File: src/placeholder_none.sv
// Empty file.

File: src/cpu_ctrl_pkg.sv
// Constants, modes, states and structs of the control block.
package cpu_ctrl_pkg;

    // Vector locations fetched by the start-up and interrupt sequences.
    localparam logic [15:0] VEC_RESET_LO = 16'hFFFC;
    localparam logic [15:0] VEC_RESET_HI = 16'hFFFD;
    localparam logic [15:0] VEC_IRQ_LO = 16'hFFFE;
    localparam logic [15:0] VEC_IRQ_HI = 16'hFFFF;

    // On-chip port registers in page zero.
    localparam logic [15:0] PORT_DIR_ADDR = 16'h0000;
    localparam logic [15:0] PORT_OUT_ADDR = 16'h0001;
    localparam logic [7:0] PORT_DIR_RESET = 8'h00;
    localparam logic [7:0] PORT_OUT_RESET = 8'h00;

    // Stack page and start-up timing.
    localparam logic [7:0] STACK_PAGE = 8'h01;
    localparam logic [2:0] INIT_CYCLES = 3'h6;
    localparam logic [15:0] IDLE_ADDR = 16'h0000;

    // Addressing modes of a command.
    typedef enum logic [3:0] {
        AM_ACC = 4'b0000,
        AM_IMM = 4'b0001,
        AM_ABS = 4'b0010,
        AM_ZP = 4'b0011,
        AM_ZPX = 4'b0100,
        AM_ZPY = 4'b0101,
        AM_ABSX = 4'b0110,
        AM_ABSY = 4'b0111,
        AM_REL = 4'b1000,
        AM_INDX = 4'b1001,
        AM_INDY = 4'b1010,
        AM_IND = 4'b1011,
        AM_IMPL = 4'b1100
    } addr_mode_t;

    // Sequencer states.
    typedef enum logic [3:0] {
        ST_HOLD = 4'b0000,
        ST_INIT = 4'b0001,
        ST_VEC_LO = 4'b0010,
        ST_VEC_HI = 4'b0011,
        ST_IDLE = 4'b0100,
        ST_PTR_LO = 4'b0101,
        ST_PTR_HI = 4'b0110,
        ST_DATA = 4'b0111,
        ST_PUSH_H = 4'b1000,
        ST_PUSH_L = 4'b1001,
        ST_PUSH_P = 4'b1010
    } seq_state_t;

    // Command from the instruction core.
    typedef struct packed {
        addr_mode_t mode;
        logic write;
        logic [7:0] wdata;
        logic [7:0] byte2;
        logic [7:0] byte3;
        logic [7:0] index_x;
        logic [7:0] index_y;
        logic [15:0] pc_next;
    } cmd_t;

    // One bus cycle as driven on the pins.
    typedef struct packed {
        logic [15:0] addr;
        logic rw;
        logic [7:0] wdata;
    } bus_cycle_t;

endpackage

File: src/cpu_ctrl_addr_gen.sv
// Control, start-up, interrupt entry, address generation and on-chip port.
// Operation
// (RL1) Six init cycles after cold start release, set mask, load PC from FFFC/FFFD.
// (RL2) System holds cold start low at least two clocks at power-up.
// (RL3) Direction line is valid (high) while cold start is held low.
// (RL4) Interrupt is recognised only at an instruction boundary.
// (RL5) Interrupt sequence starts only when the mask flag is clear.
// (RL6) Interrupt sequence pushes program counter and status onto the stack.
// (RL7) After stacking, the mask flag is set.
// (RL8) Interrupt sequence loads PC low from FFFE and high from FFFF.
// (RL9) Bus enable high drives address, direction, data; low floats all three.
// (RL10) Port output register at 0001, port direction register at 0000.
// (RL11) Direction line is high except in cycles writing memory or peripherals.
// (RL12) Accumulator mode uses no operand; immediate takes the second byte.
// (RL13) Absolute address is second byte low, third byte high.
// (RL14) Zero page address is second byte with high byte zero.
// (RL15) Zero page indexed adds X or Y and drops the carry.
// (RL16) Absolute indexed adds X or Y to the full 16-bit base.
// (RL17) Relative adds the signed second byte to the next-instruction PC.
// (RL18) Indexed indirect reads the pointer at byte2+X and the next page-zero byte.
// (RL19) Indirect indexed adds Y to the page-zero pointer with carry into high.
// (RL20) Absolute indirect reads two bytes at the 16-bit location into the PC.
// (RL21) Reading 0001 returns pin levels on bits set as inputs.
// (RL22) No write transfers while cold start is held low.
// (RL23) Reset sequence begins immediately on the cold start rising edge.
// (RL24) Direction bit one drives the pin from the output bit; zero is input.
// (RL25) Port accesses are internal and never appear on the data lines.
`timescale 1ns/1ps
`default_nettype none
module cpu_ctrl_addr_gen (
    // Clock and reset.
    input wire logic clk_sys,
    input wire logic rst_n,
    // Control inputs from the system.
    input wire logic cold_start_input_n,
    input wire logic irq_n,
    input wire logic bus_output_enable,
    // Instruction core side.
    input wire logic instr_boundary,
    input wire logic mask_set,
    input wire logic mask_clr,
    input wire logic [7:0] stack_ptr_in,
    input wire logic [7:0] status_in,
    input wire logic [15:0] pc_in,
    input wire logic cmd_valid,
    input wire cpu_ctrl_pkg::cmd_t cmd,
    output logic cmd_ready_q,
    output logic done_q,
    output logic [15:0] ea_q,
    output logic [7:0] rdata_q,
    output logic pc_load_q,
    output logic [15:0] pc_q,
    output logic [7:0] stack_ptr_q,
    output logic irq_mask_q,
    // External bus.
    output logic [15:0] address_lines_o,
    output logic address_lines_oe,
    output logic xfer_dir_o,
    output logic xfer_dir_oe,
    input wire logic [7:0] data_lines_i,
    output logic [7:0] data_lines_o,
    output logic data_lines_oe,
    // Peripheral port.
    input wire logic [7:0] peripheral_port_pins_i,
    output logic [7:0] peripheral_port_pins_o,
    output logic [7:0] peripheral_port_pins_oe
);
    import cpu_ctrl_pkg::*;

    seq_state_t state_q, state_d;
    cmd_t cmd_q, cmd_d;
    bus_cycle_t bus_q, bus_d;
    logic [2:0] cnt_q, cnt_d;
    logic [7:0] lo_q, lo_d;
    logic [7:0] ptr_q, ptr_d;
    logic [15:0] ea_d;
    logic [15:0] pc_d;
    logic [7:0] sp_d;
    logic [7:0] rdata_d;
    logic done_d;
    logic pc_load_d;
    logic mask_hw_set;
    logic ext_write_d;
    logic [7:0] port_dir_q;
    logic [7:0] port_out_q;
    logic [7:0] port_rd;
    logic [7:0] rd_byte;
    logic irq_take;
    logic port_hit;

    // Port read: register on outputs, pins on inputs.
    assign port_rd = (port_out_q & port_dir_q) | (peripheral_port_pins_i & ~port_dir_q); // [RL21]
    assign port_hit = (bus_q.addr == PORT_DIR_ADDR) || (bus_q.addr == PORT_OUT_ADDR);
    // Read byte; the port shadows the data lines.
    always_comb begin
        if (bus_q.addr == PORT_DIR_ADDR) begin
            rd_byte = port_dir_q; // [RL10]
        end else if (bus_q.addr == PORT_OUT_ADDR) begin
            rd_byte = port_rd; // [RL10] [RL25]
        end else begin
            rd_byte = data_lines_i;
        end
    end

    // Interrupt only at a boundary with the mask clear.
    assign irq_take = instr_boundary && !irq_n && !irq_mask_q; // [RL4] [RL5]

    // Sequencer: next state, next bus cycle and results.
    always_comb begin
        state_d = state_q;
        cmd_d = cmd_q;
        bus_d = '{addr: bus_q.addr, rw: 1'b1, wdata: 8'h00};
        cnt_d = cnt_q;
        lo_d = lo_q;
        ptr_d = ptr_q;
        ea_d = ea_q;
        pc_d = pc_q;
        sp_d = stack_ptr_q;
        rdata_d = rdata_q;
        done_d = 1'b0;
        pc_load_d = 1'b0;
        mask_hw_set = 1'b0;
        case (state_q)
            ST_HOLD: begin
                cnt_d = 3'h0;
                if (cold_start_input_n) begin
                    state_d = ST_INIT; // [RL23]
                end
            end
            ST_INIT: begin
                cnt_d = cnt_q + 3'h1;
                if (cnt_q == INIT_CYCLES - 3'h1) begin
                    mask_hw_set = 1'b1; // [RL1]
                    bus_d.addr = VEC_RESET_LO; // [RL1]
                    state_d = ST_VEC_LO;
                end
            end
            ST_VEC_LO: begin
                lo_d = rd_byte;
                bus_d.addr = (cmd_q.mode == AM_IMPL) ? VEC_IRQ_HI : VEC_RESET_HI; // [RL1] [RL8]
                state_d = ST_VEC_HI;
            end
            ST_VEC_HI: begin
                pc_d = {rd_byte, lo_q}; // [RL1] [RL8]
                pc_load_d = 1'b1;
                done_d = 1'b1;
                bus_d.addr = IDLE_ADDR;
                state_d = ST_IDLE;
            end
            ST_IDLE: begin
                if (irq_take) begin
                    cmd_d.pc_next = pc_in;
                    sp_d = stack_ptr_in;
                    bus_d = '{addr: {STACK_PAGE, stack_ptr_in}, rw: 1'b0, wdata: pc_in[15:8]}; // [RL6]
                    state_d = ST_PUSH_H;
                end else if (cmd_valid) begin
                    cmd_d = cmd;
                    case (cmd.mode)
                        AM_ACC, AM_IMPL: begin
                            done_d = 1'b1; // [RL12]
                        end
                        AM_IMM: begin
                            rdata_d = cmd.byte2; // [RL12]
                            done_d = 1'b1;
                        end
                        AM_REL: begin
                            pc_d = cmd.pc_next + {{8{cmd.byte2[7]}}, cmd.byte2}; // [RL17]
                            pc_load_d = 1'b1;
                            done_d = 1'b1;
                        end
                        AM_INDX, AM_INDY: begin
                            ptr_d = (cmd.mode == AM_INDX) ? cmd.byte2 + cmd.index_x : cmd.byte2; // [RL18]
                            bus_d.addr = {8'h00, ptr_d};
                            state_d = ST_PTR_LO;
                        end
                        AM_IND: begin
                            bus_d.addr = {cmd.byte3, cmd.byte2}; // [RL20]
                            state_d = ST_PTR_LO;
                        end
                        default: begin
                            case (cmd.mode)
                                AM_ZP: ea_d = {8'h00, cmd.byte2}; // [RL14]
                                AM_ZPX: ea_d = {8'h00, cmd.byte2 + cmd.index_x}; // [RL15]
                                AM_ZPY: ea_d = {8'h00, cmd.byte2 + cmd.index_y}; // [RL15]
                                AM_ABSX: ea_d = {cmd.byte3, cmd.byte2} + {8'h00, cmd.index_x}; // [RL16]
                                AM_ABSY: ea_d = {cmd.byte3, cmd.byte2} + {8'h00, cmd.index_y}; // [RL16]
                                default: ea_d = {cmd.byte3, cmd.byte2}; // [RL13]
                            endcase
                            bus_d = '{addr: ea_d, rw: !cmd.write, wdata: cmd.wdata}; // [RL11]
                            state_d = ST_DATA;
                        end
                    endcase
                end
            end
            ST_PTR_LO: begin
                lo_d = rd_byte;
                if (cmd_q.mode == AM_IND) begin
                    bus_d.addr = bus_q.addr + 16'h0001; // [RL20]
                end else begin
                    bus_d.addr = {8'h00, ptr_q + 8'h01}; // [RL18] [RL19]
                end
                state_d = ST_PTR_HI;
            end
            ST_PTR_HI: begin
                if (cmd_q.mode == AM_IND) begin
                    pc_d = {rd_byte, lo_q}; // [RL20]
                    pc_load_d = 1'b1;
                    done_d = 1'b1;
                    bus_d.addr = IDLE_ADDR;
                    state_d = ST_IDLE;
                end else begin
                    if (cmd_q.mode == AM_INDY) begin
                        ea_d = {rd_byte, lo_q} + {8'h00, cmd_q.index_y}; // [RL19]
                    end else begin
                        ea_d = {rd_byte, lo_q}; // [RL18]
                    end
                    bus_d = '{addr: ea_d, rw: !cmd_q.write, wdata: cmd_q.wdata}; // [RL11]
                    state_d = ST_DATA;
                end
            end
            ST_DATA: begin
                if (bus_q.rw) begin
                    rdata_d = rd_byte;
                end
                done_d = 1'b1;
                bus_d.addr = IDLE_ADDR;
                state_d = ST_IDLE;
            end
            ST_PUSH_H: begin
                sp_d = stack_ptr_q - 8'h01;
                bus_d = '{addr: {STACK_PAGE, sp_d}, rw: 1'b0, wdata: cmd_q.pc_next[7:0]}; // [RL6]
                state_d = ST_PUSH_L;
            end
            ST_PUSH_L: begin
                sp_d = stack_ptr_q - 8'h01;
                bus_d = '{addr: {STACK_PAGE, sp_d}, rw: 1'b0, wdata: status_in}; // [RL6]
                state_d = ST_PUSH_P;
            end
            ST_PUSH_P: begin
                sp_d = stack_ptr_q - 8'h01;
                mask_hw_set = 1'b1; // [RL7]
                cmd_d.mode = AM_IMPL;
                bus_d.addr = VEC_IRQ_LO; // [RL8]
                state_d = ST_VEC_LO;
            end
            default: begin
                state_d = ST_HOLD;
            end
        endcase
        // Interrupt vector fetch reuses the start-up states.
        if (state_q == ST_INIT) begin
            cmd_d.mode = AM_ACC;
        end
        // Cold start held low aborts everything and blocks writes.
        if (!cold_start_input_n) begin
            state_d = ST_HOLD;
            bus_d = '{addr: IDLE_ADDR, rw: 1'b1, wdata: 8'h00}; // [RL22] [RL3]
            done_d = 1'b0;
            pc_load_d = 1'b0;
        end
    end

    // Data drive only for writes outside the port.
    assign ext_write_d = !bus_d.rw && (bus_d.addr != PORT_DIR_ADDR) && (bus_d.addr != PORT_OUT_ADDR); // [RL25]

    // Sequencer and working registers.
    always_ff @(posedge clk_sys) begin
        if (!rst_n) begin
            state_q <= ST_HOLD;
            cmd_q <= '0;
            cnt_q <= 3'h0;
            lo_q <= 8'h00;
            ptr_q <= 8'h00;
        end else begin
            state_q <= state_d;
            cmd_q <= cmd_d;
            cnt_q <= cnt_d;
            lo_q <= lo_d;
            ptr_q <= ptr_d;
        end
    end

    // Results returned to the instruction core.
    always_ff @(posedge clk_sys) begin
        if (!rst_n) begin
            cmd_ready_q <= 1'b0;
            done_q <= 1'b0;
            ea_q <= 16'h0000;
            rdata_q <= 8'h00;
            pc_load_q <= 1'b0;
            pc_q <= 16'h0000;
            stack_ptr_q <= 8'h00;
        end else begin
            cmd_ready_q <= (state_d == ST_IDLE);
            done_q <= done_d;
            ea_q <= ea_d;
            rdata_q <= rdata_d;
            pc_load_q <= pc_load_d;
            pc_q <= pc_d;
            stack_ptr_q <= sp_d;
        end
    end

    // Interrupt mask: hardware set wins over a core clear.
    always_ff @(posedge clk_sys) begin
        if (!rst_n) begin
            irq_mask_q <= 1'b1;
        end else if (mask_hw_set || mask_set) begin
            irq_mask_q <= 1'b1; // [RL1] [RL7]
        end else if (mask_clr) begin
            irq_mask_q <= 1'b0;
        end
    end

    // Bus pins; address and direction enables follow the bus enable input, data enable also needs an outside write.
    always_ff @(posedge clk_sys) begin
        if (!rst_n) begin
            bus_q <= '{addr: IDLE_ADDR, rw: 1'b1, wdata: 8'h00};
            address_lines_oe <= 1'b0;
            xfer_dir_oe <= 1'b0;
            data_lines_oe <= 1'b0;
        end else begin
            bus_q <= bus_d;
            address_lines_oe <= bus_output_enable; // [RL9]
            xfer_dir_oe <= bus_output_enable; // [RL9] [RL3]
            data_lines_oe <= bus_output_enable && ext_write_d; // [RL9] [RL25]
        end
    end
    assign address_lines_o = bus_q.addr;
    assign xfer_dir_o = bus_q.rw;
    assign data_lines_o = bus_q.wdata;

    // Port registers take internal write cycles.
    always_ff @(posedge clk_sys) begin
        if (!rst_n) begin
            port_dir_q <= PORT_DIR_RESET;
            port_out_q <= PORT_OUT_RESET;
        end else if (!bus_q.rw && port_hit) begin
            if (bus_q.addr == PORT_DIR_ADDR) begin
                port_dir_q <= bus_q.wdata; // [RL10]
            end else begin
                port_out_q <= bus_q.wdata; // [RL10]
            end
        end
    end
    assign peripheral_port_pins_o = port_out_q; // [RL24]
    assign peripheral_port_pins_oe = port_dir_q; // [RL24]

endmodule
`default_nettype wire

File: config.mk
export PLATFORM = sky130hd
export DESIGN_NAME = cpu_ctrl_addr_gen
export DESIGN_NICKNAME = d
export VERILOG_FILES = /design/src/placeholder_none.sv /design/src/cpu_ctrl_pkg.sv /design/src/cpu_ctrl_addr_gen.sv
export SDC_FILE = /design/constraint.sdc
export NUM_CORES = 1
export LEC_CHECK = 0
export ABC_AREA = 1
export CORE_AREA = 2 2 185 187
export DETAILED_ROUTE_END_ITERATION = 8
export DIE_AREA = 0 0 187 189
export DONT_BUFFER_PORTS = 1
export GPL_ROUTABILITY_DRIVEN = 0
export PLACE_DENSITY = 0.49
export SYNTH_ARGS = -nofsm -noshare
export SYNTH_HDL_FRONTEND = slang
export SYNTH_SLANG_ARGS = --single-unit
File: constraint.sdc
create_clock -name clk_sys -period 7.3 [get_ports clk_sys]
set_input_delay 0.73 -clock clk_sys [delete_from_list [all_inputs] [get_ports clk_sys]]
set_output_delay 0.73 -clock clk_sys [all_outputs]
set_load 0.01 [all_outputs]
; ---- Yosys cells after proc, flatten, opt, wreduce, memory -nomap -nowiden
; Index checks and enable logic that the tools add are counted.
[classes]
n_reduce_logical = 46
eq_ne = 37
bitwise_logic = 7
add_sub_neg = 10
muxes = 57
[op_table]
columns = operator, n
row1 = two-way mux 16 bit, 12
row2 = one-hot mux 16 bit (8 select lines), 1
row3 = one-hot mux 16 bit (3 select lines), 2
row4 = one-hot mux 16 bit (5 select lines), 1
row5 = two-way mux 25 bit, 3
row6 = two-way mux 8 bit, 9
row7 = two-way mux 61 bit, 1
row8 = adder 16 x 8 -> 16 bit, 3
row9 = two-way mux 45 bit, 1
row10 = "equality test 4 bit, second input constant", 11
row11 = one-hot mux 4 bit (10 select lines), 1
row12 = "equality test 4 x 3 -> 1 bit, second input constant", 9
row13 = one-hot mux 9 bit (4 select lines), 1
row14 = one-hot mux 16 bit (2 select lines), 1
row15 = one-hot mux 8 bit (2 select lines), 2
row16 = two-way mux 9 bit, 2
row17 = "adder 16 x 1 -> 16 bit, second input constant", 1
row18 = adder 16 bit, 1
row19 = adder 8 bit, 2
row20 = AND 8 bit, 2
row21 = "equality test 16 x 1 -> 1 bit, second input constant", 1
row22 = zero test 16 bit, 1
row23 = two-way mux 4 bit, 4
row24 = "inequality test 16 x 1 -> 1 bit, second input constant", 1
row25 = 32 further kinds, 84
[totals]
ff_bits = 171
output_inout_bits = 96
inputBits = 118

; ---- Logic depth before layout (Yosys ltp)
; Gate-level depths: netlist of run 1.
[depth]
ltp_word = 14
depth_mapped = 26
depth_no_buf = 26

; ---- Worst setup path before layout of run 1
; No wires, ideal clock.
[synth_timing]
path_kind = input to register
start = in cmd[59] in the netlist's numbering
end = reg data_lines_oe
required_ps = 7183
path_stages = 24
setup_slack_ps = 3834
t_arrival_ps = 3349
n_path_buf = 0
path_cell_list = inv_2 -> nor2_1 -> nand2_1 -> mux2_2 -> ha_1 -> inv_1 -> fa_1 -> inv_1 -> nand3_1 -> nand2_1 -> nand2_1 -> nand2_1 -> nand4_1 -> or2_2 -> nand3_1 -> nand2_1 -> nand2_1 -> nand2_1 -> nand2_1 -> nand3_1 -> nand2_1 -> nand2_1 -> nor2_1 -> a21oi_2
[synth_between]
elab_chain_cells = 11
[synth_rtl]
columns = element, line
row1 = from (decl), cpu_ctrl_addr_gen.sv:46  ; input wire cpu_ctrl_pkg::cmd_t cmd,
row2 = "equality test 4 x 3 -> 1 bit, or another cell as far along", cpu_ctrl_addr_gen.sv:181  ; case (cmd.mode)
row3 = "one-hot mux 16 bit (5 select lines), or another cell as far along", cpu_ctrl_addr_gen.sv:181
row4 = one-hot mux 16 bit (3 select lines) / two-way mux 9 bit (equally long branches), cpu_ctrl_addr_gen.sv:158  ; case (cmd.mode)
row5 = two-way mux 25 bit *, cpu_ctrl_addr_gen.sv:156  ; end else if (cmd_valid) begin
row6 = two-way mux 25 bit *, cpu_ctrl_addr_gen.sv:151  ; if (irq_take) begin
row7 = one-hot mux 16 bit (8 select lines) / one-hot mux 9 bit (4 select lines) (equally long branches), cpu_ctrl_addr_gen.sv:123  ; case (state_q)
row8 = two-way mux 25 bit *, cpu_ctrl_addr_gen.sv:255  ; if (!cold_start_input_n) begin
row9 = nonzero test 16 bit / zero test 1 bit (equally long branches), cpu_ctrl_addr_gen.sv:264  ; assign ext_write_d = !bus_d.rw && (bus_d.addr != PORT_DIR_ADDR) && (bus_d.addr != PORT_OUT_ADDR);
row10 = logical AND 1 bit, cpu_ctrl_addr_gen.sv:264
row11 = logical AND 1 bit *, cpu_ctrl_addr_gen.sv:264
row12 = logical AND 1 bit *, cpu_ctrl_addr_gen.sv:326  ; data_lines_oe <= bus_output_enable && ext_write_d;
row13 = to (signal assigned), cpu_ctrl_addr_gen.sv:326
row14 = to (decl), cpu_ctrl_addr_gen.sv:62  ; output logic data_lines_oe,
; Mark *: on every way between the ends. The rest lies on a longest branch, timed or not.
; A chain may end at the register's enable or synchronous reset.

; ---- Final worst setup path of run 1
[layout_timing]
start = reg state_q[1]
end = reg bus_q (netlist bit data_lines_o[7])
[layout_between]
elab_chain_cells = 2
[layout_rtl]
columns = element, line
row1 = from (decl), cpu_ctrl_addr_gen.sv:70  ; seq_state_t state_q, state_d;
row2 = from (signal assigned), cpu_ctrl_addr_gen.sv:275  ; state_q <= state_d;
row3 = equality test 4 bit / equality test 4 x 3 -> 1 bit (equally long branches), cpu_ctrl_addr_gen.sv:123
row4 = one-hot mux 9 bit (4 select lines) *, cpu_ctrl_addr_gen.sv:123
row5 = to (signal assigned), cpu_ctrl_addr_gen.sv:318  ; bus_q <= '{addr: IDLE_ADDR, rw: 1'b1, wdata: 8'h00};
row6 = to (signal assigned), cpu_ctrl_addr_gen.sv:323  ; bus_q <= bus_d;
row7 = to (decl), cpu_ctrl_addr_gen.sv:72  ; bus_cycle_t bus_q, bus_d;
; Marks and branches as above.

==> results.md, run 1 <==
* Status: completed
* Final Instance Area at about 12000 um2
* Leak Pwr at ~5.3 nW
* Largest family of logic cells by synthesized area: simple AND/OR/NAND/NOR gates
* RSZ-0062 raised after global routing: no
* Antenna cells at 0
* XOR/XNOR share of the synthesized area at 0.0258
* Largest net degree at the start of global routing at 72
* Post-CTS Setup Inserts at 0
* P&R area growth vs syn at 7.61%
* Peak supply drop at 149 uV
* Layout Cells excl Fill at approximately 2200
* Vias in the first global route at about 12000
* Row count at 67
* Syn Nets at 1986
* Worst EP required at ~7700 ps
* Worst r2r path cells at 12
* Worst Slack Setup Final at ~3500 ps
* Resize count post-CTS at 0
* Synth Area in Adders at 0.0675
* Maximum root-to-sink buffer count at 2
* Power Dens Cells at 169 nW/um2
* CP arrival at between 4000 and 5000 ps
* Final setup fails at 0
* Top-area cell type share of the netlist area at 0.256
* H-tree depth at 4
* Global-route wire length before repair at approximately 75 mm
* Critical path class: flop to flop
* Syn Area/Cell at 6.35 um2
* Post-synth EDFFs at 0
* Clock power frac at 0.428
* Post-Synth Simple-Gate Area at 0.327
* Via density at roughly 5.6
* Post-synthesis compound-gate area fraction at 0.216
* FFs w/ async S/R, synth at 0
* Total GRT Usage at 0.278
* Number of nets in the layout at a little under 2000
* Vias at roughly 12000
* Cell Int Power at ~1.4 mW
* Initial DRC count at between 1000 and 1500
* Die area at 35300 um2
* Height of the die at roughly 190 um
* Period utilization at 0.525
* Antenna viol nets, final at 0
* Switch share at 0.318
* Grt total ovfl at 0
* DRC Markers at 0
* DPL Wire Length at ~39 mm
* TritonCTS buffer count at 17
* Final wirelength at 49.6 mm
* Sw power at between 0.6 and 0.7 mW
* Post-synthesis cell count at about 1800
* Fillers at 3684
* Crit. End Element: flop
* Endpoints failing hold at 0
* CTS clk-pin slew, worst paths at ~70 ps
* Initial antenna violation count at 1
* Fmax at 261 MHz
* Minimum clock period at about 3800 ps
* Placed insts at 2200
* Layout cells sized above 1 at 0.0779
* Sequential share of power at 0.391
* Initial Utilization at 0.345
* Synth Warn # at 0
* Clock skew at between 20 and 25 ps
* Ys flop type: dfxtp_1
* Most instantiated cells after synthesis: 434 x nand2_1, 201 x inv_1, 169 x a21oi_1
* Dpl ws at 3380 ps
* Worst Hold Depth at 2
* Die Width at 187 um
* Core area at around 33000 um2
* Final core utilization at 0.371
* Critical Path Start Type: flop
* DR pass1 iterations at 6
* Slew HR at 0.321
* Mux cell area share after synthesis at 0.00686
* Yosys cell types at 60
* CTS tree: done
* Combinational share of power at 0.182
* Clk_lat worst skew at 450 ps
* Top-count cell post-synth: nand2_1
* Worst-path maximum fanout at 32
* Leading post-synthesis cells by cell area: dfxtp_1 26%, nand2_1 14%, a21oi_1 7.4%, inv_1 6.6%, o21ai_0 6.3%
* Clock Sinks at between 100 and 150
* Drt wl/cell at 22.2 um
* IO Count at 214
* Final setup TNS at 0 ps
* Yosys reg bits at between 100 and 150
* Post-synth top area cell: dfxtp_1
* Final Max Slew Viols at 0
* CTS root buf: clkbuf_16
* Cell Area, Placed at 11800 um2
* Hold-fix buffers, CTS at 0
* Syn Std Cell Area at roughly 11000 um2
* # port buffers at 0
* Worst Tran Pin Value at between 1000 and 1500 ps
* Worst hold-check path type: input port to flop
* Seq/Total Area, Yosys at 0.256
* Max Cap Violations at 0
[cells in the final DEF, fill, tap and decap left out, types with 17 or more instances in the layout]
| cell | instances |
|---|---|
| ha_1 | 54 |
| a21oi_1 | 169 |
| nand4_1 | 32 |
| o21ai_0 | 144 |
| nor3_1 | 22 |
| o211ai_1 | 21 |
| inv_1 | 200 |
| clkbuf_16 | 17 |
| inv_2 | 21 |
| a31oi_1 | 27 |
| dfxtp_1 | 147 |
| nor2_1 | 144 |
| nand2_2 | 21 |
| nand3_1 | 126 |
| xor2_1 | 21 |
| nand2_1 | 434 |
[power by group through the flow]
stage          registers (mW)  clock network, mW  logic, mW
2_1_floorplan           0.829                  0      0.283
3_3_place_gp            0.834                  0      0.372
3_5_place_dp            0.834                  0      0.373
4_1_cts                 0.815              0.902      0.375
5_1_grt                 0.816              0.936      0.420
6_report                0.816              0.893      0.379
[worst max-delay path: stages (launching register included)]
cell      delay (ps)
dfxtp_1          390
nor2_1           650
inv_1            180
nor2_4           670
inv_2             80
buf_4            280
nor2_1           810
inv_1            180
nor2_1           170
a221oi_1          60
o21ai_0          110
a31oi_1           60
nor2_1           100
[per-stage QoR]
stage | hold slack [ps] | total power, mW
floorplan | 434 | 1.11
global placement | 448 | 1.21
detailed placement | 453 | 1.21
CTS | 387 | 2.09
global route | 373 | 2.17
finish | 396 | 2.09
[area by class of cell]
type | count | area [um2] | share of cell area
Sequential cell | 147 | 2940 | 0.238
Tap cell | 448 | 561 | 0.0453
Timing Repair Buffer | 6 | 45.0 | 0.00364
Clock inverter | 13 | 135 | 0.0109
Inverter | 225 | 851 | 0.0688
Multi-Input combinational cell | 1374 | 7390 | 0.598
Clock buffer | 19 | 433 | 0.0350
[cells by family (layout without fill, tap and decap cells)]
family          count (synthesis)  in the layout
simple gates                  838            838
compound gates                437            437
buf+inv                       288            263
flops                         147            147
fa+ha+maj                      59             59
xor+xnor                       33             33
mux                             7              7
[flip-flops by register name, indices dropped and copies added (netlist names), 3 cells and up]
| signal | cells |
|---|---|
| cnt_q | 3 |
| address_lines_o | 16 |
| pc_q | 16 |
| ptr_q | 8 |
| lo_q | 8 |
| peripheral_port_pins_o | 8 |
| data_lines_o | 8 |
| rdata_q | 8 |
| ea_q | 16 |
| stack_ptr_q | 8 |
| state_q | 4 |
| peripheral_port_pins_oe | 8 |
| cmd_q | 29 |
[final timing paths]
path | startpoint | endpoint | slack, ps
max | state_q[1]$_SDFF_PN0_ | data_lines_o[7]$_SDFF_PN0_ | 3470
min | rst_n | xfer_dir_oe$_SDFF_PN0_ | 400
max reg2reg | state_q[1]$_SDFF_PN0_ | data_lines_o[7]$_SDFF_PN0_ | 3470
min reg2reg | cmd_q[49]$_SDFFE_PN0P_ | cmd_q[49]$_SDFFE_PN0P_ | 460
[layer usage]
layer | vias to the layer above | global-route usage | wire, um
met5 | - | 0 | 16
met2 | 601 | 0.454 | 22400
met3 | 62 | 0.0751 | 4620
met1 | 5769 | 0.363 | 21700
met4 | 2 | 0.0672 | 978
li1 | 5992 | - | -
Note: power is estimated with default switching activity, not from simulation.
==> run 2: changes to the inputs <==
- PLACE_DENSITY: 0.49 -> 0.51
- clock period: 7.3 -> 3.33 ns (I/O delays scaled with it)
==> run 2 against run 1 <==
  * Cell count is 1.9% higher
  * Maximum frequency rose by 31%
  * Combinational power up 130%
  * Sequential share of layout area fell by 0.75 points
  * First-iteration DRC count increased by 9.2%
  * Critical path depth up 5
  * Clock power grew 140%
  * Sequential power rose by 120%
  * Critical path type unchanged
==> results.md, run 2 (synthesized netlist as in run 1, its figures left out) <==
* Grt total ovfl at 0 (unchanged)
* Crit. End Element: flop (unchanged)
* Minimum clock period at 2920 ps (was 3830 ps)
* Resize count post-CTS at 0 (unchanged)
* Global-route wire length before repair at 75.0 mm (was 74.8 mm)
* Critical path class: flop to flop (unchanged)
* Antenna viol nets, final at 0 (unchanged)
* Dpl ws at 135 ps (was 3380 ps)
* Endpoints failing hold at 0 (unchanged)
* CP arrival at 3250 ps (was 4200 ps)
* Initial DRC count at 1272 (was 1165)
* Row count at 67 (unchanged)
* CTS root buf: clkbuf_16 (unchanged)
* Number of nets in the layout at 1989 (was 1948)
* Met3 track demand over resource at 0.0775 (was 0.0751)
* Height of the die at 189 um (unchanged)
* DPL Wire Length at 39.9 mm (was 38.7 mm)
* Critical Path Start Type: flop (unchanged)
* GR Util met2 at 0.439 (was 0.454)
* Met1 Usage GRT at 0.368 (was 0.363)
* Drt wl/cell at 22.1 um (was 22.2 um)
* Initial Utilization at 0.345 (unchanged)
* TritonCTS buffer count at 17 (unchanged)
* Worst EP required at 3660 ps (was 7670 ps)
* CTS tree: done (unchanged)
* Status: completed (unchanged)
* Peak supply drop at 392 uV (was 149 uV)
* Fmax at 343 MHz (was 261 MHz)
* Clock skew at 16.4 ps (was 21.6 ps)
* Final core utilization at 0.384 (was 0.371)
* Vias at 12700 (was 12400)
* Die area at 35300 um2 (unchanged)
* Total GRT Usage at 0.281 (was 0.278)
* Power Dens Cells at 376 nW/um2 (was 169 nW/um2)
* Max Cap Violations at 0 (unchanged)
* Slew HR at 0.486 (was 0.321)
* Crit-path max cell delay at 440 ps (was 810 ps)
* Commonest non-fill, non-tap cell in the layout: nand2_1 (unchanged)
* Core area at 33300 um2 (unchanged)
* Largest net degree at the start of global routing at 72 (unchanged)
* Worst Slack Setup Final at 413 ps (was 3470 ps)
* Initial antenna violation count at 0 (was 1)
* Final setup TNS at 0 ps (unchanged)
* IO Count at 214 (unchanged)
* Clock Sinks at 147 (unchanged)
* CTS clk-pin slew, worst paths at 70 ps (about the same)
* Layout cells sized above 1 at 0.0959 (was 0.0779)
* Leak Pwr at 5.58 nW (was 5.35 nW)
* Worst Tran Pin Value at 768 ps (was 1010 ps)
* H-tree depth at 4 (unchanged)
* Period utilization at 0.876 (was 0.525)
* Register bank with the most flops: cmd_q (unchanged)
* Slowest-stage cell, CP: nand4_1 (was nor2_1)
* Vias in the first global route at 11900 (was 11700)
* Worst hold-check path type: input port to flop (unchanged)
* P&R area growth vs syn at 11.1% (was 7.61%)
* Clk_lat worst skew at 450 ps (about the same)
* Crit path buf inv count at 2 (was 4)
* Critical Path Most Common Cell: nand2_1 (was nor2_1)
* Final setup fails at 0 (unchanged)
* Commonest cells after routing, fill and taps aside: 434 x nand2_1, 200 x inv_1, 169 x a21oi_1, 147 x dfxtp_1 (unchanged)
* Most used routing layer: met2 (unchanged)
* DRC Markers at 0 (unchanged)
* Max FFs per register at 29 (unchanged)
* Final wirelength at 50.3 mm (was 49.6 mm)
* Via density at 5.58 (was 5.57)
* Worst-path maximum fanout at 12 (was 32)
* DR pass1 iterations at 6 (unchanged)
* RSZ-0062 raised after global routing: no (unchanged)
* CP delay by family, top: simple AND/OR/NAND/NOR gates (unchanged)
* Maximum root-to-sink buffer count at 2 (unchanged)
* Cell Chain, Critical Path: nand4_1 -> inv_1 -> nor2_2 -> o211ai_1 -> nand3_1 -> nor2_1 -> nand2_1 -> nand2_1 -> nand2_1 -> inv_1 -> nand2_1 -> nor2_1 -> nand2_1 -> nor2_1 -> nand2_1 -> nor2_1 -> a21oi_2 (was nor2_1 -> inv_1 -> nor2_4 -> inv_2 -> buf_4 -> nor2_1 -> inv_1 -> nor2_1 -> a221oi_1 -> o21ai_0 -> a31oi_1 -> nor2_1)
* # port buffers at 0 (unchanged)
* Final Max Slew Viols at 0 (unchanged)
* Die Width at 187 um (unchanged)
## run 2: changes by cell type in the layout (fill, tap and decap cells not counted), moves of 2 or more
cell / previous run / this run
buf_4: 6 / 41
bufinv_16: 2 / 4
clkbuf_8: 0 / 2
clkinv_2: 6 / 2
dlygate4sd3_1: 0 / 5
## run 2: path summary, 6_finish.rpt
path	startpoint	end	slack, ps	cells after the start
max	cmd_q[60]$_SDFFE_PP0P_	data_lines_oe$_SDFF_PN0_	410	17
min	cmd[22]	cmd_q[22]$_SDFFE_PN0P_	20	2
max reg2reg	cmd_q[60]$_SDFFE_PP0P_	data_lines_oe$_SDFF_PN0_	410	17
min reg2reg	cmd_q[56]$_SDFFE_PN0P_	cmd_q[56]$_SDFFE_PN0P_	460	2
## run 2: worst register-to-register path, delay by kind of cell, from the launching register on
family,cells,cell delay [ps]
simple gates,13,1610
buf+inv,2,520
flops,1,390
compound gates,2,300
## run 2: repair_timing
item	4_1_cts	5_1_grt
buffers inserted	0	0
endpoints found under the hold margin	3	0
hold buffers	5	0
## run 2: where the power goes
part | switching, mW | internal [mW]
combinational | 0.597 | 0.280
clock | 0.844 | 1.30
sequential | 0.00998 | 1.77
total | 1.45 | 3.35
## run 2: final cells by class
| type | count | area [um2] |
|---|---|---|
| fillers | 3676 | 20500 |
| multi-input cells | 1374 | 7390 |
| diodes | 1 | 2.50 |
| well taps | 448 | 561 |
| clock inverters | 11 | 175 |
| repair buffers | 47 | 378 |
| clock buffers | 21 | 460 |
| flip-flops and latches | 147 | 2940 |
| inverters | 225 | 851 |
## run 2: metrics by stage
stage          cells  power [mW]  hold WS (ps)  area [um2]
3_3_place_gp    2236        2.67           443       12100
5_1_grt         2273        4.97          19.8       12800
2_1_floorplan   1809        2.44           431       11500
6_report        2274        4.80          24.9       12800
4_1_cts         2273        4.82          1.97       12800
3_5_place_dp    2236        2.67           443       12100
## run 2: layer usage
layer,vias up,wire length [um]
li1,6072,-
met1,5888,21500
met2,624,21700
met3,94,5300
met4,0,1800
met5,-,0
